File: src/shared/dual_timer_pkg.sv
package dual_timer_pkg;
   // Register byte addresses
   localparam logic [7:0] ADDR_CTRL = 8'h18;
   localparam logic [7:0] ADDR_WAKE = 8'h1c;
   localparam logic [7:0] ADDR_IRQ_STAT = 8'h20;
   localparam logic [7:0] ADDR_IRQ_MASK = 8'h24;
   // Control field positions
   localparam int CASCADE_BIT = 31;
   localparam int B_CLKSEL_LO = 16;
   localparam int A_OUTB_BIT = 14;
   localparam int A_OUT_BIT = 13;
   localparam int A_WAKE_BIT = 12;
   localparam int A_SWCAP_BIT = 11;
   localparam int A_CAPSEL_LO = 9;
   localparam int A_IE_BIT = 8;
   localparam int A_NEG_BIT = 7;
   localparam int A_EVSEL_LO = 4;
   localparam int A_RDY_BIT = 3;
   localparam int A_CLKEN_BIT = 2;
   localparam int A_CLKSEL_LO = 0;
   // Wakeup flag positions and reset value
   localparam int WAKE_B_BIT = 16;
   localparam int WAKE_A_BIT = 0;
   localparam logic WAKE_RESET = 1'b1;
   // Interrupt status bits
   localparam int IRQ_EVT_BIT = 0;
   localparam int IRQ_CAP_BIT = 1;
   localparam int IRQ_WAKE_BIT = 2;
   localparam int IRQ_BITS = 3;
   // Clock ready synchroniser depth
   localparam int SYNC_STAGES = 2;
   // Register bus carrier
   typedef struct packed {
      logic [7:0] addr;
      logic [31:0] wdata;
      logic wr;
      logic rd;
   } bus_req_s;
   // Control fields
   typedef struct packed {
      logic cascade;
      logic [1:0] clkSelB;
      logic outBEn;
      logic outEn;
      logic wakeEnA;
      logic [1:0] capSelA;
      logic firstInterruptEnable;
      logic negTrigA;
      logic [2:0] eventSelA;
      logic clkEnA;
      logic [1:0] clkSelA;
   } ctrl_s;
endpackage : dual_timer_pkg

File: src/design/edge_detect.sv
`timescale 1ns/1ps
// Edge detector with selectable polarity; input is sampled first
module edge_detect (
   input wire logic sys_clk,
   input wire logic resetn,
   input wire logic sigIn,
   input wire logic fallSel,
   output logic edgePulse
);
   typedef struct packed {
      logic s0;
      logic s1;
   } ed_s;
   ed_s st_q, st_d;
   // Two samples: a level shorter than one clock may be missed
   always_comb begin
      st_d = st_q;
      st_d.s0 = sigIn;
      st_d.s1 = st_q.s0;
   end
   always_ff @(posedge sys_clk or negedge resetn) begin
      if (!resetn) begin
         st_q <= '0;
      end else begin
         st_q <= st_d;
      end
   end
   assign edgePulse = fallSel ? (st_q.s1 & ~st_q.s0) : (~st_q.s1 & st_q.s0);
endmodule : edge_detect

File: src/design/dual_timer_control_wakeup.sv
`timescale 1ns/1ps
module dual_timer_control_wakeup
   import dual_timer_pkg::*;
#(
   parameter int MODE_W = 4
) (
   input wire logic sys_clk,
   input wire logic resetn,
   input wire logic [7:0] regAddr,
   input wire logic [31:0] regWdata,
   input wire logic regWr,
   input wire logic regRd,
   output logic [31:0] regRdata,
   input wire logic [MODE_W-1:0] timerMode,
   input wire logic [3:0] captureSrc,
   input wire logic eventIn,
   input wire logic wakeEventA,
   input wire logic wakeEventB,
   input wire logic outLevel,
   output logic [1:0] clkSelA,
   output logic [1:0] clkSelB,
   output logic cascadeMode,
   output logic clkReadyA,
   output logic captureStrobe,
   output logic eventStrobe,
   output logic timerOut,
   output logic timerOutN,
   output logic timerOutEn,
   output logic timerOutNEn,
   output logic irq
);
   typedef struct packed {
      ctrl_s ctrl;
      logic [SYNC_STAGES-1:0] rdySync;
      logic wakeA;
      logic wakeB;
      logic [IRQ_BITS-1:0] irqStat;
      logic [IRQ_BITS-1:0] irqMask;
      logic [31:0] rdata;
      logic [3:0] capPrev;
      logic cap;
      logic evt;
      logic out;
      logic outN;
      logic outEn;
      logic outNEn;
      logic irq;
   } state_s;

   state_s st_q, st_d;
   bus_req_s bus;
   logic edgeHit;

   // Field packing for readback
   function automatic logic [31:0] ctrl_word(input ctrl_s c, input logic rdy);
      logic [31:0] w;
      w = '0;
      w[CASCADE_BIT] = c.cascade;
      w[B_CLKSEL_LO +: 2] = c.clkSelB;
      w[A_OUTB_BIT] = c.outBEn;
      w[A_OUT_BIT] = c.outEn;
      w[A_WAKE_BIT] = c.wakeEnA;
      w[A_CAPSEL_LO +: 2] = c.capSelA;
      w[A_IE_BIT] = c.firstInterruptEnable;
      w[A_NEG_BIT] = c.negTrigA;
      w[A_EVSEL_LO +: 3] = c.eventSelA;
      w[A_RDY_BIT] = rdy;
      w[A_CLKEN_BIT] = c.clkEnA;
      w[A_CLKSEL_LO +: 2] = c.clkSelA;
      return w;
   endfunction : ctrl_word

   // Modes 2,4,6,8 drive the output on their own
   function automatic logic auto_out(input logic [MODE_W-1:0] m);
      return (m == MODE_W'(2)) || (m == MODE_W'(4)) || (m == MODE_W'(6)) || (m == MODE_W'(8));
   endfunction : auto_out

   assign bus.addr = regAddr;
   assign bus.wdata = regWdata;
   assign bus.wr = regWr;
   assign bus.rd = regRd;

   edge_detect u_edge (
      .sys_clk(sys_clk),
      .resetn(resetn),
      .sigIn(eventIn),
      .fallSel(st_q.ctrl.negTrigA),
      .edgePulse(edgeHit)
   );

   // Next-state logic for all registers and outputs
   always_comb begin
      logic ctrlWr;
      logic [IRQ_BITS-1:0] irqSet;
      logic ready;
      ctrlWr = bus.wr && (bus.addr == ADDR_CTRL);
      irqSet = '0;
      ready = st_q.rdySync[SYNC_STAGES-1];
      st_d = st_q;
      st_d.rdata = '0;
      if (ctrlWr) begin
         st_d.ctrl.cascade = bus.wdata[CASCADE_BIT];
         st_d.ctrl.clkSelB = bus.wdata[B_CLKSEL_LO +: 2];
         st_d.ctrl.outBEn = bus.wdata[A_OUTB_BIT];
         st_d.ctrl.outEn = bus.wdata[A_OUT_BIT];
         st_d.ctrl.wakeEnA = bus.wdata[A_WAKE_BIT];
         st_d.ctrl.capSelA = bus.wdata[A_CAPSEL_LO +: 2];
         st_d.ctrl.firstInterruptEnable = bus.wdata[A_IE_BIT];
         st_d.ctrl.negTrigA = bus.wdata[A_NEG_BIT];
         st_d.ctrl.eventSelA = bus.wdata[A_EVSEL_LO +: 3];
         st_d.ctrl.clkEnA = bus.wdata[A_CLKEN_BIT];
         st_d.ctrl.clkSelA = bus.wdata[A_CLKSEL_LO +: 2];
      end
      // clock enable runs through the ready synchroniser
      // ready low while disabled or synchronising
      st_d.rdySync = {st_q.rdySync[SYNC_STAGES-2:0], st_q.ctrl.clkEnA};
      if (!st_q.ctrl.clkEnA) begin
         st_d.rdySync = '0;
      end
      // capture source edge from selected input
      st_d.capPrev = captureSrc;
      // software capture pulses, never stored as a level
      st_d.cap = ready && ((captureSrc[st_q.ctrl.capSelA] && !st_q.capPrev[st_q.ctrl.capSelA])
                 || (ctrlWr && bus.wdata[A_SWCAP_BIT]));
      // Event strobe only when an event source is selected
      st_d.evt = ready && edgeHit && (st_q.ctrl.eventSelA != 3'h0);
      st_d.outEn = ready && (st_q.ctrl.outEn || auto_out(timerMode));
      st_d.out = outLevel;
      st_d.outNEn = ready && st_q.ctrl.outBEn;
      st_d.outN = ~outLevel;
      // wakeup flags, set wins over clear
      if (bus.wr && (bus.addr == ADDR_WAKE)) begin
         if (bus.wdata[WAKE_A_BIT]) begin
            st_d.wakeA = 1'b0;
         end
         if (bus.wdata[WAKE_B_BIT]) begin
            st_d.wakeB = 1'b0;
         end
      end
      if (wakeEventA) begin
         st_d.wakeA = 1'b1;
      end
      if (wakeEventB) begin
         st_d.wakeB = 1'b1;
      end
      // Sticky interrupt status, write one to clear, set wins
      irqSet[IRQ_EVT_BIT] = st_d.evt;
      irqSet[IRQ_CAP_BIT] = st_d.cap;
      irqSet[IRQ_WAKE_BIT] = wakeEventA && st_q.ctrl.wakeEnA;
      if (bus.wr && (bus.addr == ADDR_IRQ_STAT)) begin
         st_d.irqStat = st_q.irqStat & ~bus.wdata[IRQ_BITS-1:0];
      end
      st_d.irqStat = st_d.irqStat | irqSet;
      if (bus.wr && (bus.addr == ADDR_IRQ_MASK)) begin
         st_d.irqMask = bus.wdata[IRQ_BITS-1:0];
      end
      // interrupt needs enable bit and pending event
      st_d.irq = st_q.ctrl.firstInterruptEnable && |(st_q.irqStat & st_q.irqMask);
      // Read data valid the cycle after the strobe; unmapped reads zero
      if (bus.rd) begin
         case (bus.addr)
            ADDR_CTRL: st_d.rdata = ctrl_word(st_q.ctrl, ready);
            ADDR_WAKE: begin
               st_d.rdata[WAKE_A_BIT] = st_q.wakeA;
               st_d.rdata[WAKE_B_BIT] = st_q.wakeB;
            end
            ADDR_IRQ_STAT: st_d.rdata[IRQ_BITS-1:0] = st_q.irqStat;
            ADDR_IRQ_MASK: st_d.rdata[IRQ_BITS-1:0] = st_q.irqMask;
            default: st_d.rdata = '0;
         endcase
      end
   end

   // State register; wakeup flags come out of reset set
   always_ff @(posedge sys_clk or negedge resetn) begin
      if (!resetn) begin
         st_q <= '0;
         st_q.wakeA <= WAKE_RESET;
         st_q.wakeB <= WAKE_RESET;
      end else begin
         st_q <= st_d;
      end
   end

   // Outputs straight from flops
   assign regRdata = st_q.rdata;
   assign clkSelA = st_q.ctrl.clkSelA;
   assign clkSelB = st_q.ctrl.clkSelB;
   assign cascadeMode = st_q.ctrl.cascade;
   assign clkReadyA = st_q.rdySync[SYNC_STAGES-1];
   assign captureStrobe = st_q.cap;
   assign eventStrobe = st_q.evt;
   assign timerOut = st_q.out;
   assign timerOutN = st_q.outN;
   assign timerOutEn = st_q.outEn;
   assign timerOutNEn = st_q.outNEn;
   assign irq = st_q.irq;

   // Rule checks; inputs appear in antecedents or under $past, consequents watch flops

   AST_RDY_DELAY: assert property (@(posedge sys_clk) disable iff (!resetn)
      $rose(st_q.ctrl.clkEnA) |-> !clkReadyA ##1 !clkReadyA ##1 (clkReadyA == $past(st_q.ctrl.clkEnA)))
      else $error("clock ready timing wrong");

   AST_RDY_OFF: assert property (@(posedge sys_clk) disable iff (!resetn)
      !st_q.ctrl.clkEnA |=> !clkReadyA)
      else $error("clock ready while disabled");

   AST_RDY_HOLD: assert property (@(posedge sys_clk) disable iff (!resetn)
      (clkReadyA && st_q.ctrl.clkEnA) |=> clkReadyA)
      else $error("clock ready dropped while enabled");

   AST_RDY_CLR: assert property (@(posedge sys_clk) disable iff (!resetn)
      (regWr && regAddr == ADDR_CTRL && !regWdata[A_CLKEN_BIT]) |=> ##1 !clkReadyA)
      else $error("clock ready kept after disable");

   AST_SWCAP: assert property (@(posedge sys_clk) disable iff (!resetn)
      (regWr && regAddr == ADDR_CTRL && regWdata[A_SWCAP_BIT] && clkReadyA) |=> captureStrobe)
      else $error("software capture missed");

   AST_CAP_GATED: assert property (@(posedge sys_clk) disable iff (!resetn)
      captureStrobe |-> $past(clkReadyA))
      else $error("capture strobe before clock ready");

   AST_CAP_SRC: assert property (@(posedge sys_clk) disable iff (!resetn)
      (clkReadyA && captureSrc[st_q.ctrl.capSelA] && !st_q.capPrev[st_q.ctrl.capSelA])
      |=> captureStrobe)
      else $error("selected capture source missed");

   AST_EVT_RISE: assert property (@(posedge sys_clk) disable iff (!resetn)
      (eventStrobe && !$past(st_q.ctrl.negTrigA)) |-> ($past(eventIn, 2) && !$past(eventIn, 3)))
      else $error("event strobe without rising edge");

   AST_EVT_FALL: assert property (@(posedge sys_clk) disable iff (!resetn)
      (eventStrobe && $past(st_q.ctrl.negTrigA)) |-> (!$past(eventIn, 2) && $past(eventIn, 3)))
      else $error("event strobe without falling edge");

   AST_OUT_AUTO: assert property (@(posedge sys_clk) disable iff (!resetn)
      (clkReadyA && auto_out(timerMode)) |=> timerOutEn)
      else $error("auto output not enabled");

   AST_OUT_BIT: assert property (@(posedge sys_clk) disable iff (!resetn)
      (clkReadyA && st_q.ctrl.outEn) |=> timerOutEn)
      else $error("output enable bit ignored");

   AST_OUT_GATE: assert property (@(posedge sys_clk) disable iff (!resetn)
      (!st_q.ctrl.outEn && !auto_out(timerMode)) |=> !timerOutEn)
      else $error("output enabled without cause");

   AST_OUTN: assert property (@(posedge sys_clk) disable iff (!resetn)
      !st_q.ctrl.outBEn |=> !timerOutNEn)
      else $error("complementary output driven");

   AST_OUTN_ON: assert property (@(posedge sys_clk) disable iff (!resetn)
      (clkReadyA && st_q.ctrl.outBEn) |=> timerOutNEn)
      else $error("complementary output not enabled");

   AST_WAKE_A: assert property (@(posedge sys_clk) disable iff (!resetn)
      wakeEventA |=> st_q.wakeA)
      else $error("wakeup A flag not set");

   AST_WAKE_A_CLR: assert property (@(posedge sys_clk) disable iff (!resetn)
      (regWr && regAddr == ADDR_WAKE && regWdata[WAKE_A_BIT] && !wakeEventA) |=> !st_q.wakeA)
      else $error("wakeup A flag not cleared");

   AST_WAKE_A_HOLD: assert property (@(posedge sys_clk) disable iff (!resetn)
      (!wakeEventA && !(regWr && regAddr == ADDR_WAKE && regWdata[WAKE_A_BIT]))
      |=> $stable(st_q.wakeA))
      else $error("wakeup A flag changed on its own");

   AST_WAKE_B: assert property (@(posedge sys_clk) disable iff (!resetn)
      wakeEventB |=> st_q.wakeB)
      else $error("wakeup B flag not set");

   AST_WAKE_CLR: assert property (@(posedge sys_clk) disable iff (!resetn)
      (regWr && regAddr == ADDR_WAKE && regWdata[WAKE_B_BIT] && !wakeEventB) |=> !st_q.wakeB)
      else $error("wakeup B flag not cleared");

   AST_WAKE_B_HOLD: assert property (@(posedge sys_clk) disable iff (!resetn)
      (!wakeEventB && !(regWr && regAddr == ADDR_WAKE && regWdata[WAKE_B_BIT]))
      |=> $stable(st_q.wakeB))
      else $error("wakeup B flag changed on its own");

   AST_IRQ: assert property (@(posedge sys_clk) disable iff (!resetn)
      irq |-> $past(st_q.ctrl.firstInterruptEnable))
      else $error("interrupt without enable");

   AST_IRQ_SET: assert property (@(posedge sys_clk) disable iff (!resetn)
      (st_q.ctrl.firstInterruptEnable && |(st_q.irqStat & st_q.irqMask)) |=> irq)
      else $error("interrupt missing");

   AST_IRQ_NONE: assert property (@(posedge sys_clk) disable iff (!resetn)
      !(|(st_q.irqStat & st_q.irqMask)) |=> !irq)
      else $error("interrupt without pending status");

   AST_CLKSEL: assert property (@(posedge sys_clk) disable iff (!resetn)
      (regWr && regAddr == ADDR_CTRL) |=> clkSelB == $past(regWdata[B_CLKSEL_LO +: 2])
         && clkSelA == $past(regWdata[A_CLKSEL_LO +: 2]))
      else $error("clock selector not stored");

   AST_CLKSEL_HOLD: assert property (@(posedge sys_clk) disable iff (!resetn)
      !(regWr && regAddr == ADDR_CTRL) |=> $stable(clkSelA) && $stable(clkSelB))
      else $error("clock selector changed without write");

   AST_CASCADE: assert property (@(posedge sys_clk) disable iff (!resetn)
      (regWr && regAddr == ADDR_CTRL) |=> cascadeMode == $past(regWdata[CASCADE_BIT]))
      else $error("cascade bit not stored");
endmodule : dual_timer_control_wakeup

File: config.mk
export PLATFORM = sky130hd
export DESIGN_NAME = dual_timer_control_wakeup
export DESIGN_NICKNAME = d
export VERILOG_FILES = /design/src/shared/dual_timer_pkg.sv /design/src/design/edge_detect.sv /design/src/design/dual_timer_control_wakeup.sv
export SDC_FILE = /design/constraint.sdc
export NUM_CORES = 1
export LEC_CHECK = 0
export BUFFER_PORTS_ARGS = -buffer_cell sky130_fd_sc_hd__buf_2
export CAP_MARGIN = 30
export CORE_MARGIN = 3
export CORE_UTILIZATION = 43
export DETAILED_ROUTE_END_ITERATION = 10
export GPL_TIMING_DRIVEN = 0
export PLACE_DENSITY_LB_ADDON = 0.1
export SLEW_MARGIN = 20
export SYNTH_ARGS = -nofsm -noshare
export SYNTH_HDL_FRONTEND = slang
export SYNTH_SLANG_ARGS = --single-unit
File: constraint.sdc
create_clock -name sys_clk -period 1.54 [get_ports sys_clk]
set_input_delay 0.154 -clock sys_clk [delete_from_list [all_inputs] [get_ports sys_clk]]
set_output_delay 0.154 -clock sys_clk [all_outputs]
set_load 0.03 [all_outputs]
---- Yosys cells after proc, flatten, opt, wreduce, memory -nomap -nowiden ----
Index checks and enable logic that the tools add are counted.
word-level totals
  register bits ........................... 71
  logic and storage cells ................. 90
  input port bits ......................... 56
operators by class
  bitwise operators ....................... 9
  order comparisons ....................... 1
  eq/ne operators ......................... 8
  reduce and logical (&&, ||, !) cells .... 27
  mux-type cells .......................... 18
operator list
  cell                count
  $mux 32             1
  $eq 8x5->1 const B  2
  $eq 8x6->1 const B  2
  $mux 15             1
  $logic_and 1x1->1   13
  $mux 12             1
  $eq 4x3->1 const B  2
  $reduce_bool 2->1   4
  $mux 1              7
  $and 3x3->3         2
  $pmux 2 s3          1
  $logic_or 1x1->1    5
  $bmux 1 s2          2
  $eq 4x2->1 const B  1
  $eq 4x4->1 const B  1
  $mux 2              2
  $pmux 1 s4          1
  $reduce_and 2->1    2
  $lt 2x3->1 const B  1
  $mux 3              1
  $not 1->1           3
  $not 3->3           1
  $or 3x3->3          1
  $reduce_bool 3->1   1
  other kinds (4)     5

---- Depth between registers and ports, before layout ----
Gate-level depths: netlist of run 1.
  word-level depth ........................ 7
  depth in mapped cells ................... 6
  gate-level depth less buffers ........... 4

---- By module ----
Synthesis of run 1 repeated with hierarchy kept, for this count alone.
unflattened totals
  cell total of the unflattened synthesis .. 188
  area, all modules ....................... 2448.6 µm²
by module, submodules not included
  module                     area each (µm²)  sequential area each (µm²)  cells each  times used
  dual_timer_control_wakeup  2376.0           1353.8                      183         1
  edge_detect                72.6             50.0                        5           1

---- Worst setup path before layout of run 1 ----
No wires, ideal clock.
  kind .................................... in2reg
  start point ............................. input regAddr[7]
  end point ............................... register st_q (netlist bit cascadeMode)
  cell stages on the path ................. 6
  slack ................................... -0.172 ns
  data required time ...................... 1.415 ns
  data arrival time ....................... 1.587 ns
  setup time .............................. 0.125 ns
  cell sequence ........................... or4_4 > nor2_8 > and3_1 > buf_6 > buf_12 > mux2_4
on the way
  cells in the longest elaborated chain, start to end .. 2
RTL lines
  item                  line                              text
  from (decl)           dual_timer_control_wakeup.sv:9    input wire logic [7:0] regAddr,
  $eq 8x5->1            dual_timer_control_wakeup.sv:96   ctrlWr = bus.wr && (bus.addr == ADDR_CTRL);
  $logic_and 1x1->1     dual_timer_control_wakeup.sv:96
  to (signal assigned)  dual_timer_control_wakeup.sv:181  st_q <= st_d;
  to (decl)             dual_timer_control_wakeup.sv:50   state_s st_q, st_d;
No other way between the ends.
A chain may end at the register's enable or synchronous reset.

==> run_summary.xml, run 1 <==
<?xml version="1.0" encoding="UTF-8"?>
<metrics>
  <group name="run_status">
    <metric name="run_status" unit="">complete, but fails checks</metric>
    <metric name="violations_in_the_final_reports" unit="">setup timing</metric>
  </group>
  <group name="critical_path">
    <metric name="timing.critical_path.arrival" unit="ps">1800</metric>
    <metric name="critPathKind" unit="">reg2reg</metric>
    <metric name="cp.depth" unit="">4</metric>
    <metric name="critPathMaxStageDelay" unit="ps">530</metric>
    <metric name="critical_path.endpoint_type" unit="">register</metric>
    <metric name="path_cells" unit="">and4b_1 -&gt; or4_4 -&gt; o21a_1 -&gt; a21o_1</metric>
    <metric name="critical_path_data_required_time" unit="ps">1750</metric>
    <metric name="critPathBufInv" unit="">0</metric>
    <metric name="critPathLaunchType" unit="">register</metric>
    <metric name="path_delay_family" unit="">simple AND/OR/NAND/NOR gates</metric>
    <metric name="critPathSlowestCell" unit="">sky130_fd_sc_hd__or4_4</metric>
    <metric name="worst-path-max-fanout" unit="">2</metric>
    <metric name="worst-r2r-cell-count" unit="">4</metric>
    <metric name="timing.reg2reg.setup_slack" unit="ps">-50</metric>
  </group>
  <group name="cts">
    <metric name="clock-root-buffer" unit="">sky130_fd_sc_hd__clkbuf_8</metric>
    <metric name="cts-root-to-sink-buffers" unit="">2</metric>
    <metric name="cts_tree" unit="">done</metric>
    <metric name="clock_insertion_delay_worst_skew" unit="ps">310</metric>
    <metric name="clock_tree.htree_level_count" unit="">2</metric>
    <metric name="cts.sinks" unit="">56</metric>
    <metric name="cts_buf_count" unit="">5</metric>
    <metric name="register_clock_pin_slew_on_the_reported_worst_setup_and_hold_paths" unit="ps">90</metric>
  </group>
  <group name="timing">
    <metric name="clock.fmax" unit="MHz">629.5</metric>
    <metric name="timing.final.ws_setup" unit="ps">-48.58</metric>
    <metric name="fin_hold_ws" unit="ps">26.72</metric>
    <metric name="timing.slew.headroom" unit="%">54.51</metric>
    <metric name="period_share" unit="%">103.2</metric>
    <metric name="skew" unit="ps">9.007</metric>
    <metric name="worst-slew-pin-transition" unit="ps">682.4</metric>
    <metric name="timing.final.max_slew_violations" unit="">0</metric>
    <metric name="finalSetupTns" unit="ps">-48.58</metric>
    <metric name="post-route-min-period" unit="ps">1589</metric>
    <metric name="setup_repair_after_global_routing_missed_its_margin" unit="">yes</metric>
    <metric name="timing_hold_violations_final" unit="">0</metric>
    <metric name="total_of_endpoints_with_negative_setup_slack_in_the_final_report" unit="">1</metric>
  </group>
  <group name="run">
    <metric name="cap_violations" unit="">0</metric>
  </group>
  <group name="min_path">
    <metric name="min-delay-path-class" unit="">in2reg</metric>
    <metric name="worstHoldPathCells" unit="">2</metric>
  </group>
  <group name="floorplan">
    <metric name="coreArea" unit="mm^2">0.005303</metric>
    <metric name="std_cell_rows" unit="">26</metric>
    <metric name="io_pins" unit="">101</metric>
    <metric name="floorplan.die.height" unit="um">81.35</metric>
    <metric name="initial_utilization" unit="%">46.04</metric>
    <metric name="die_area" unit="mm^2">0.006617</metric>
    <metric name="fp.dieW" unit="um">81.35</metric>
  </group>
  <group name="grt">
    <metric name="grt_use_met1" unit="%">20.44</metric>
    <metric name="global_route.peak_usage_layer" unit="">met2</metric>
    <metric name="gr-total-overflow" unit="">0</metric>
    <metric name="antenna_found_initial" unit="">0</metric>
    <metric name="grt_max_degree" unit="">57</metric>
    <metric name="groute.layer.met2.usage" unit="%">23.62</metric>
    <metric name="grt_pass1_wl" unit="um">7507</metric>
    <metric name="grt_use_total" unit="%">15.11</metric>
    <metric name="grtUsageMet3" unit="%">3.880</metric>
    <metric name="first_global_vias" unit="">1585</metric>
  </group>
  <group name="place">
    <metric name="pre_cts_slack" unit="ps">-449.3</metric>
    <metric name="routabilityCongestion" unit="">0.7855</metric>
    <metric name="port_buffers" unit="">70</metric>
    <metric name="hpwlAfterDp" unit="um">3333</metric>
  </group>
  <group name="synth">
    <metric name="synth.distinct_cells" unit="">37</metric>
    <metric name="post_synth.cell_area_avg" unit="um^2">13.34</metric>
    <metric name="synth.cell_area" unit="mm^2">0.002441</metric>
    <metric name="synthCells" unit="">183</metric>
    <metric name="yosys_register_bits" unit="">56</metric>
    <metric name="ys_warn_count" unit="">0</metric>
    <metric name="synth-seq-area-share" unit="%">57.51</metric>
  </group>
  <group name="pwr">
    <metric name="ir_drop" unit="V">0.0005908</metric>
    <metric name="p_per_area" unit="mW/mm^2">830.8</metric>
    <metric name="power.combinational.fraction" unit="%">11.6</metric>
    <metric name="clockPowerShare" unit="%">30.5</metric>
    <metric name="power.leakage" unit="nW">1.784</metric>
    <metric name="switching_share" unit="%">24.33</metric>
    <metric name="internal_power" unit="mW">2.022</metric>
    <metric name="net-switching-power" unit="uW">650.2</metric>
    <metric name="power_frac_seq" unit="%">57.9</metric>
  </group>
  <group name="cells_and_area">
    <metric name="nets" unit="">346</metric>
    <metric name="area_growth" unit="%">31.78</metric>
    <metric name="antennaDiodeCount" unit="">0</metric>
    <metric name="drive_above_1_share" unit="%">52.58</metric>
  </group>
  <group name="detailed_routing">
    <metric name="finalWirelength" unit="um">4745</metric>
    <metric name="antenna_violating_nets_post_route" unit="">0</metric>
    <metric name="route.detailed.drc" unit="">0</metric>
    <metric name="vias_per_cell" unit="">4.482</metric>
    <metric name="vias" unit="">1618</metric>
    <metric name="post_drt_wl_per_cell" unit="um">13.14</metric>
    <metric name="detail_route.iter0.violations" unit="">62</metric>
    <metric name="first_pass_iters" unit="">4</metric>
  </group>
</metrics>
## cell usage after synthesis, drive strengths merged
| cell type | n | area (um^2) |
|---|---|---|
| dfrtp | 54 | 1351 |
| or4 | 2 | 18.77 |
| a22oi | 2 | 15.01 |
| clkbuf | 2 | 7.510 |
| a22o | 5 | 43.79 |
| nor2b | 4 | 25.02 |
| xor2 | 1 | 8.760 |
| nor3 | 1 | 5.000 |
| nand4 | 5 | 31.28 |
| nor4b | 1 | 8.760 |
| nor3b | 1 | 7.510 |
| buf | 38 | 301.5 |
| nor4bb | 2 | 20.02 |
| a32oi | 2 | 17.52 |
| nand3 | 1 | 5.000 |
| nand3b | 1 | 7.510 |
| and3 | 1 | 6.260 |
| o21a | 2 | 15.01 |
| mux2 | 19 | 251.5 |
| conb | 1 | 3.750 |
| nand2 | 2 | 7.510 |
| inv | 2 | 7.510 |
| dfstp | 2 | 52.55 |
| a222oi | 1 | 10.01 |
| o31ai | 1 | 7.510 |
| and4b | 2 | 20.02 |
| a21o | 4 | 30.03 |
| a21oi | 1 | 5.000 |
| and2 | 16 | 100.1 |
| nor2 | 6 | 41.29 |
| and3b | 1 | 8.760 |
## through the flow
stage | instances | util, % | instance area (um^2) | power, mW
finish | 361 | 60.67 | 3217 | 2.672
global route | 361 | 60.67 | 3217 | 2.801
CTS | 357 | 59.08 | 3133 | 2.705
detailed placement | 338 | 55.43 | 2939 | 1.861
global placement | 337 | 55.29 | 2932 | 1.855
floorplan | 197 | - | 2494 | 1.740
## final timing paths
kind,from,end
min in group asynchronous,resetn,regRdata[17]
hold / removal,wakeEventB,st_q[49]
setup reg to reg,st_q[61],st_q[47]
setup / recovery,st_q[61],st_q[47]
max in group asynchronous,resetn,st_q[7]
hold reg to reg,u_edge.st_d[0],u_edge.st_q[0]
## state kept, by name, indices dropped and copies added, names as in the netlist
register,flops
captureStrobe,1
clkReadyA,1
cascadeMode,1
timerOut,1
irq,1
u_edge.st_d,1
eventStrobe,1
timerOutEn,1
regRdata,17
st_q,24
clkSelA,2
u_edge.st_q,1
clkSelB,2
timerOutNEn,1
timerOutN,1
## layout by cell type, fill, tap and decap left out, types with 2 or more instances in the layout
cell,netlist,routed
sky130_fd_sc_hd__dfstp_2,2,2
sky130_fd_sc_hd__nand4_1,5,5
sky130_fd_sc_hd__mux2_2,9,9
sky130_fd_sc_hd__conb_1,1,15
sky130_fd_sc_hd__clkinv_2,0,2
sky130_fd_sc_hd__buf_12,1,2
sky130_fd_sc_hd__and2_1,16,16
sky130_fd_sc_hd__buf_2,0,69
sky130_fd_sc_hd__nand2_1,2,2
sky130_fd_sc_hd__nor2_1,4,4
sky130_fd_sc_hd__nor2b_1,4,4
sky130_fd_sc_hd__dfrtp_1,54,54
sky130_fd_sc_hd__o21a_1,2,2
sky130_fd_sc_hd__a22oi_1,2,2
sky130_fd_sc_hd__nor4bb_1,2,2
sky130_fd_sc_hd__a22o_1,5,5
sky130_fd_sc_hd__clkbuf_8,0,6
sky130_fd_sc_hd__inv_1,2,2
sky130_fd_sc_hd__buf_4,36,43
sky130_fd_sc_hd__and4b_1,2,2
sky130_fd_sc_hd__a32oi_1,2,2
sky130_fd_sc_hd__mux2_4,10,10
sky130_fd_sc_hd__or4_4,1,2
sky130_fd_sc_hd__a21o_1,4,4
sky130_fd_sc_hd__dlygate4sd3_1,0,7
## power by group through the flow
| stage | clock, mW | sequential [mW] | combinational [mW] |
|---|---|---|---|
| final | 0.816 | 1.55 | 0.309 |
| after global routing | 0.909 | 1.55 | 0.338 |
| after CTS | 0.852 | 1.55 | 0.305 |
| after detailed placement | 0 | 1.58 | 0.282 |
| after global placement | 0 | 1.58 | 0.278 |
| after floorplan | 0 | 1.58 | 0.163 |
## routing by layer
metal	part of all wire, %	wire (um)
met5	0	0
met4	1.5	73
met3	7.4	350
met2	46	2202
met1	45	2119
## logic make-up after synthesis
group / Yosys count / share of synthesized area [%]
flops: 56 / 57.51
simple gates: 46 / 12.81
buf+inv: 42 / 12.97
mux: 19 / 10.30
compound gates: 18 / 5.894
xor+xnor: 1 / 0.3589
other cells: 1 / 0.1536
## layout make-up
class	count	area, um^2
Sequential cell	56	1404
Multi-Input combinational cell	99	787.0
Timing Repair Buffer	86	524.3
Clock inverter	2	10.01
Clock buffer	6	82.58
Fill cell	453	2086
Tap cell	70	87.58
Inverter	2	7.507
Buffer	40	314.1
## what timing repair did
action | 4_1_cts | 5_1_grt
pin swaps | 3 | 4
setup buffers | 4 | 3
setup endpoints to repair | 21 | 21
resized for setup | 1 | 5
hold buffers | 7 | 0
gates cloned | 0 | 1
hold endpoints to repair | 61 | 0
Note: power is estimated with default switching activity, not from simulation.
==> run 2: changes to the inputs <==
--- a/config.mk
+++ b/config.mk
@@ -15,4 +15,5 @@
 export SLEW_MARGIN = 20
 export SYNTH_ARGS = -nofsm -noshare
 export SYNTH_HDL_FRONTEND = slang
+export SYNTH_HIERARCHICAL = 1
 export SYNTH_SLANG_ARGS = --single-unit
==> run 2 against run 1 <==
  * The run now ends clean
  * Total power grew 1.6%
  * Flip-flop and latch count is the same
  * Sequential power is essentially flat
  * Cell count grew 0.28%
  * Critical path type is now in2reg
  * Largest cell class unchanged
  * Largest power group unchanged
  * Highest routed layer unchanged
==> run_summary.xml, run 2 <==
<?xml version="1.0" encoding="UTF-8"?>
<metrics>
  <group name="grt">
    <metric name="grt_max_degree" unit="">57</metric>
    <metric name="antenna_found_initial" unit="">0</metric>
    <metric name="grt_use_total" unit="%">14.72</metric>
    <metric name="first_global_vias" unit="">1559</metric>
    <metric name="gr-total-overflow" unit="">0</metric>
    <metric name="grt_pass1_wl" unit="um">7403</metric>
  </group>
  <group name="timing">
    <metric name="timing.final.max_slew_violations" unit="">0</metric>
    <metric name="timing_hold_violations_final" unit="">0</metric>
    <metric name="setup_repair_after_global_routing_missed_its_margin" unit="">yes</metric>
    <metric name="total_of_endpoints_with_negative_setup_slack_in_the_final_report" unit="">0</metric>
    <metric name="skew" unit="ps">2.731</metric>
    <metric name="post-route-min-period" unit="ps">1502</metric>
    <metric name="clock.fmax" unit="MHz">665.8</metric>
    <metric name="worst-slew-pin-transition" unit="ps">675.2</metric>
    <metric name="timing.slew.headroom" unit="%">54.99</metric>
    <metric name="period_share" unit="%">97.54</metric>
    <metric name="fin_hold_ws" unit="ps">29.63</metric>
  </group>
  <group name="critical_path">
    <metric name="timing.reg2reg.setup_slack" unit="ps">40</metric>
    <metric name="worst-path-max-fanout" unit="">2</metric>
    <metric name="critPathSlowestCell" unit="">sky130_fd_sc_hd__dlygate4sd3_1</metric>
    <metric name="critPathKind" unit="">in2reg</metric>
    <metric name="critPathMaxStageDelay" unit="ps">530</metric>
    <metric name="timing.critical_path.arrival" unit="ps">1680</metric>
    <metric name="critical_path.endpoint_type" unit="">register</metric>
    <metric name="path_cells" unit="">dlygate4sd3_1 -&gt; buf_2 -&gt; nor4b_1 -&gt; or4_4 -&gt; a21oi_4 -&gt; o21ai_1</metric>
    <metric name="reg2reg_from" unit="">st_q[62]</metric>
    <metric name="critical_path.reg2reg.endpoint" unit="">st_q[47]</metric>
    <metric name="critical_path_data_required_time" unit="ps">1720</metric>
    <metric name="critPathLaunchType" unit="">input pin</metric>
    <metric name="worst-r2r-cell-count" unit="">4</metric>
  </group>
  <group name="pwr">
    <metric name="ir_drop" unit="V">0.0006152</metric>
    <metric name="p_total" unit="mW">2.716</metric>
    <metric name="power.leakage" unit="nW">1.729</metric>
    <metric name="p_per_area" unit="mW/mm^2">859.4</metric>
  </group>
  <group name="min_path">
    <metric name="min_delay_worst_endpoint" unit="">st_q[49]</metric>
    <metric name="hp-start" unit="">wakeEventB</metric>
    <metric name="worstHoldPathCells" unit="">2</metric>
    <metric name="min-delay-path-class" unit="">in2reg</metric>
  </group>
  <group name="cts">
    <metric name="clock-root-buffer" unit="">sky130_fd_sc_hd__clkbuf_8</metric>
    <metric name="clock_tree.htree_level_count" unit="">2</metric>
    <metric name="cts_tree" unit="">done</metric>
    <metric name="cts_buf_count" unit="">5</metric>
    <metric name="clock_insertion_delay_worst_skew" unit="ps">300</metric>
    <metric name="cts.sinks" unit="">56</metric>
    <metric name="cts-root-to-sink-buffers" unit="">2</metric>
    <metric name="register_clock_pin_slew_on_the_reported_worst_setup_and_hold_paths" unit="ps">90</metric>
  </group>
  <group name="cells_and_area">
    <metric name="layout_commonest_cell" unit="">sky130_fd_sc_hd__buf_2</metric>
    <metric name="fillers" unit="">463</metric>
    <metric name="nets" unit="">347</metric>
    <metric name="antennaDiodeCount" unit="">0</metric>
    <metric name="most-common-layout-cells" unit="">sky130_fd_sc_hd__buf_2 (69), sky130_fd_sc_hd__dfrtp_1 (54), sky130_fd_sc_hd__buf_4 (42)</metric>
    <metric name="area_growth" unit="%">29.08</metric>
    <metric name="sequential_cell_area" unit="mm^2">0.001404</metric>
    <metric name="final_cell_count_no_fill" unit="">362</metric>
    <metric name="drive_above_1_share" unit="%">50.68</metric>
    <metric name="largest_register_ffs" unit="">24</metric>
    <metric name="largest_register" unit="">st_q</metric>
    <metric name="final_design_area_no_fill" unit="mm^2">0.003161</metric>
    <metric name="multiInputGateArea" unit="um^2">778.2</metric>
  </group>
  <group name="synth">
    <metric name="ys_warn_count" unit="">6</metric>
    <metric name="synthCells" unit="">188</metric>
    <metric name="synth.top_cells.by_count" unit="">sky130_fd_sc_hd__dfrtp_1 (54), sky130_fd_sc_hd__buf_4 (36), sky130_fd_sc_hd__and2_1 (15)</metric>
    <metric name="synth-seq-area-share" unit="%">57.33</metric>
    <metric name="top_ff_cell_synth" unit="">sky130_fd_sc_hd__dfrtp_1</metric>
    <metric name="async_flop_share" unit="%">100.0</metric>
    <metric name="synth.cell_area" unit="mm^2">0.002449</metric>
    <metric name="yosysMostFrequentCell" unit="">sky130_fd_sc_hd__dfrtp_1</metric>
    <metric name="synth-edff-count" unit="">0</metric>
    <metric name="yosys_register_bits" unit="">56</metric>
    <metric name="synth.distinct_cells" unit="">44</metric>
    <metric name="post-synth-top-area-cell" unit="">sky130_fd_sc_hd__dfrtp_1</metric>
    <metric name="post-synth-top-area-fraction" unit="%">55.19</metric>
    <metric name="synthTopCellsByArea" unit="">sky130_fd_sc_hd__dfrtp_1 (55%), sky130_fd_sc_hd__buf_4 (11%), sky130_fd_sc_hd__mux2_4 (5.5%)</metric>
    <metric name="post_synth.cell_area_avg" unit="um^2">13.02</metric>
  </group>
  <group name="place">
    <metric name="postPlaceCellArea" unit="mm^2">0.002942</metric>
    <metric name="placed_cells" unit="">342</metric>
    <metric name="hpwlAfterDp" unit="um">3347</metric>
    <metric name="routabilityCongestion" unit="">0.7958</metric>
    <metric name="port_buffers" unit="">70</metric>
  </group>
  <group name="detailed_routing">
    <metric name="route.detailed.drc" unit="">0</metric>
    <metric name="post_drt_wl_per_cell" unit="um">12.88</metric>
    <metric name="antenna_violating_nets_post_route" unit="">0</metric>
    <metric name="first_pass_iters" unit="">4</metric>
    <metric name="vias" unit="">1604</metric>
    <metric name="finalWirelength" unit="um">4664</metric>
    <metric name="vias_per_cell" unit="">4.431</metric>
    <metric name="detail_route.iter0.violations" unit="">67</metric>
  </group>
  <group name="floorplan">
    <metric name="std_cell_rows" unit="">26</metric>
    <metric name="die_area" unit="mm^2">0.006636</metric>
    <metric name="io_pins" unit="">101</metric>
    <metric name="fp.dieW" unit="um">81.46</metric>
    <metric name="floorplan.die.height" unit="um">81.46</metric>
    <metric name="coreArea" unit="mm^2">0.005303</metric>
    <metric name="initial_utilization" unit="%">46.18</metric>
  </group>
  <group name="run">
    <metric name="cap_violations" unit="">0</metric>
  </group>
  <group name="run_status">
    <metric name="run_status" unit="">complete, no violations</metric>
  </group>
</metrics>
==> run 2: cells by family (layout without fill, tap and decap cells) <==
| family | after synthesis | after routing | share of synthesized area [%] |
|---|---|---|---|
| DFF | 56 | 56 | 57.33 |
| and+or+nand+nor | 47 | 47 | 13.03 |
| buffers and inverters | 45 | 135 | 13.49 |
| AOI/OAI and AO/OA | 20 | 20 | 6.030 |
| muxes | 18 | 18 | 9.607 |
| other | 1 | 15 | 0.1531 |
| xor gates and xnor gates | 1 | 1 | 0.3578 |
==> run 2: what timing repair did <==
item                                   CTS  global route
endpoints found under the hold margin   61             0
gates cloned                             0             0
hold buffers                             7             0
buffers inserted                         5             0
pin swaps                                0             1
setup endpoints to repair                1             2
resized for setup                        0             2
==> run 2: routing by layer <==
layer	share of wire (%)	vias up	global-route usage [%]
met5	0	-	0
met4	1.0	0	5.068
met3	8.2	5	4.167
met2	48	60	24.02
met1	43	747	18.75
li1	-	792	-
==> run 2: critical path: cells and delay by family <==
family / cells / cell delay [ps]
compound gates: 2 / 210
buf+inv: 2 / 660
simple gates: 2 / 660
==> run 2: worst max path at each step <==
stage	slack, ps	endpoint	startpoint
floorplan	130	st_q[47]	st_q[61]
detailed placement	-120	cascadeMode	regAddr[7]
CTS	6	st_q[47]	st_q[61]
global route	-20	st_q[47]	st_q[61]
global placement	-120	st_q[59]	regAddr[7]
finish	40	st_q[47]	captureSrc[0]
==> run 2: layout make-up <==
class                      instances  share of cell area [%]
timing repair buffer              82                   14.57
buffer                            41                   9.976
multi-input combinational        101                   24.62
sequential                        56                   44.42
tap                               70                   2.771
inverter                           4                  0.4751
clock buffer                       8                   3.167
==> run 2: where the power goes <==
part,switching [mW],internal [mW]
registers,0.0331,1.52
logic,0.167,0.148
clock network,0.440,0.411
==> run 2: per-stage QoR <==
step | setup TNS [ps] | utilization (%) | worst slack, ps
after floorplan | 0 | - | 125.1
after global placement | -1025 | 55.43 | -119.1
after detailed placement | -1048 | 55.47 | -122.3
after CTS | 0 | 59.39 | 5.770
after global routing | -16.85 | 59.60 | -16.85
final | 0 | 59.60 | 37.96
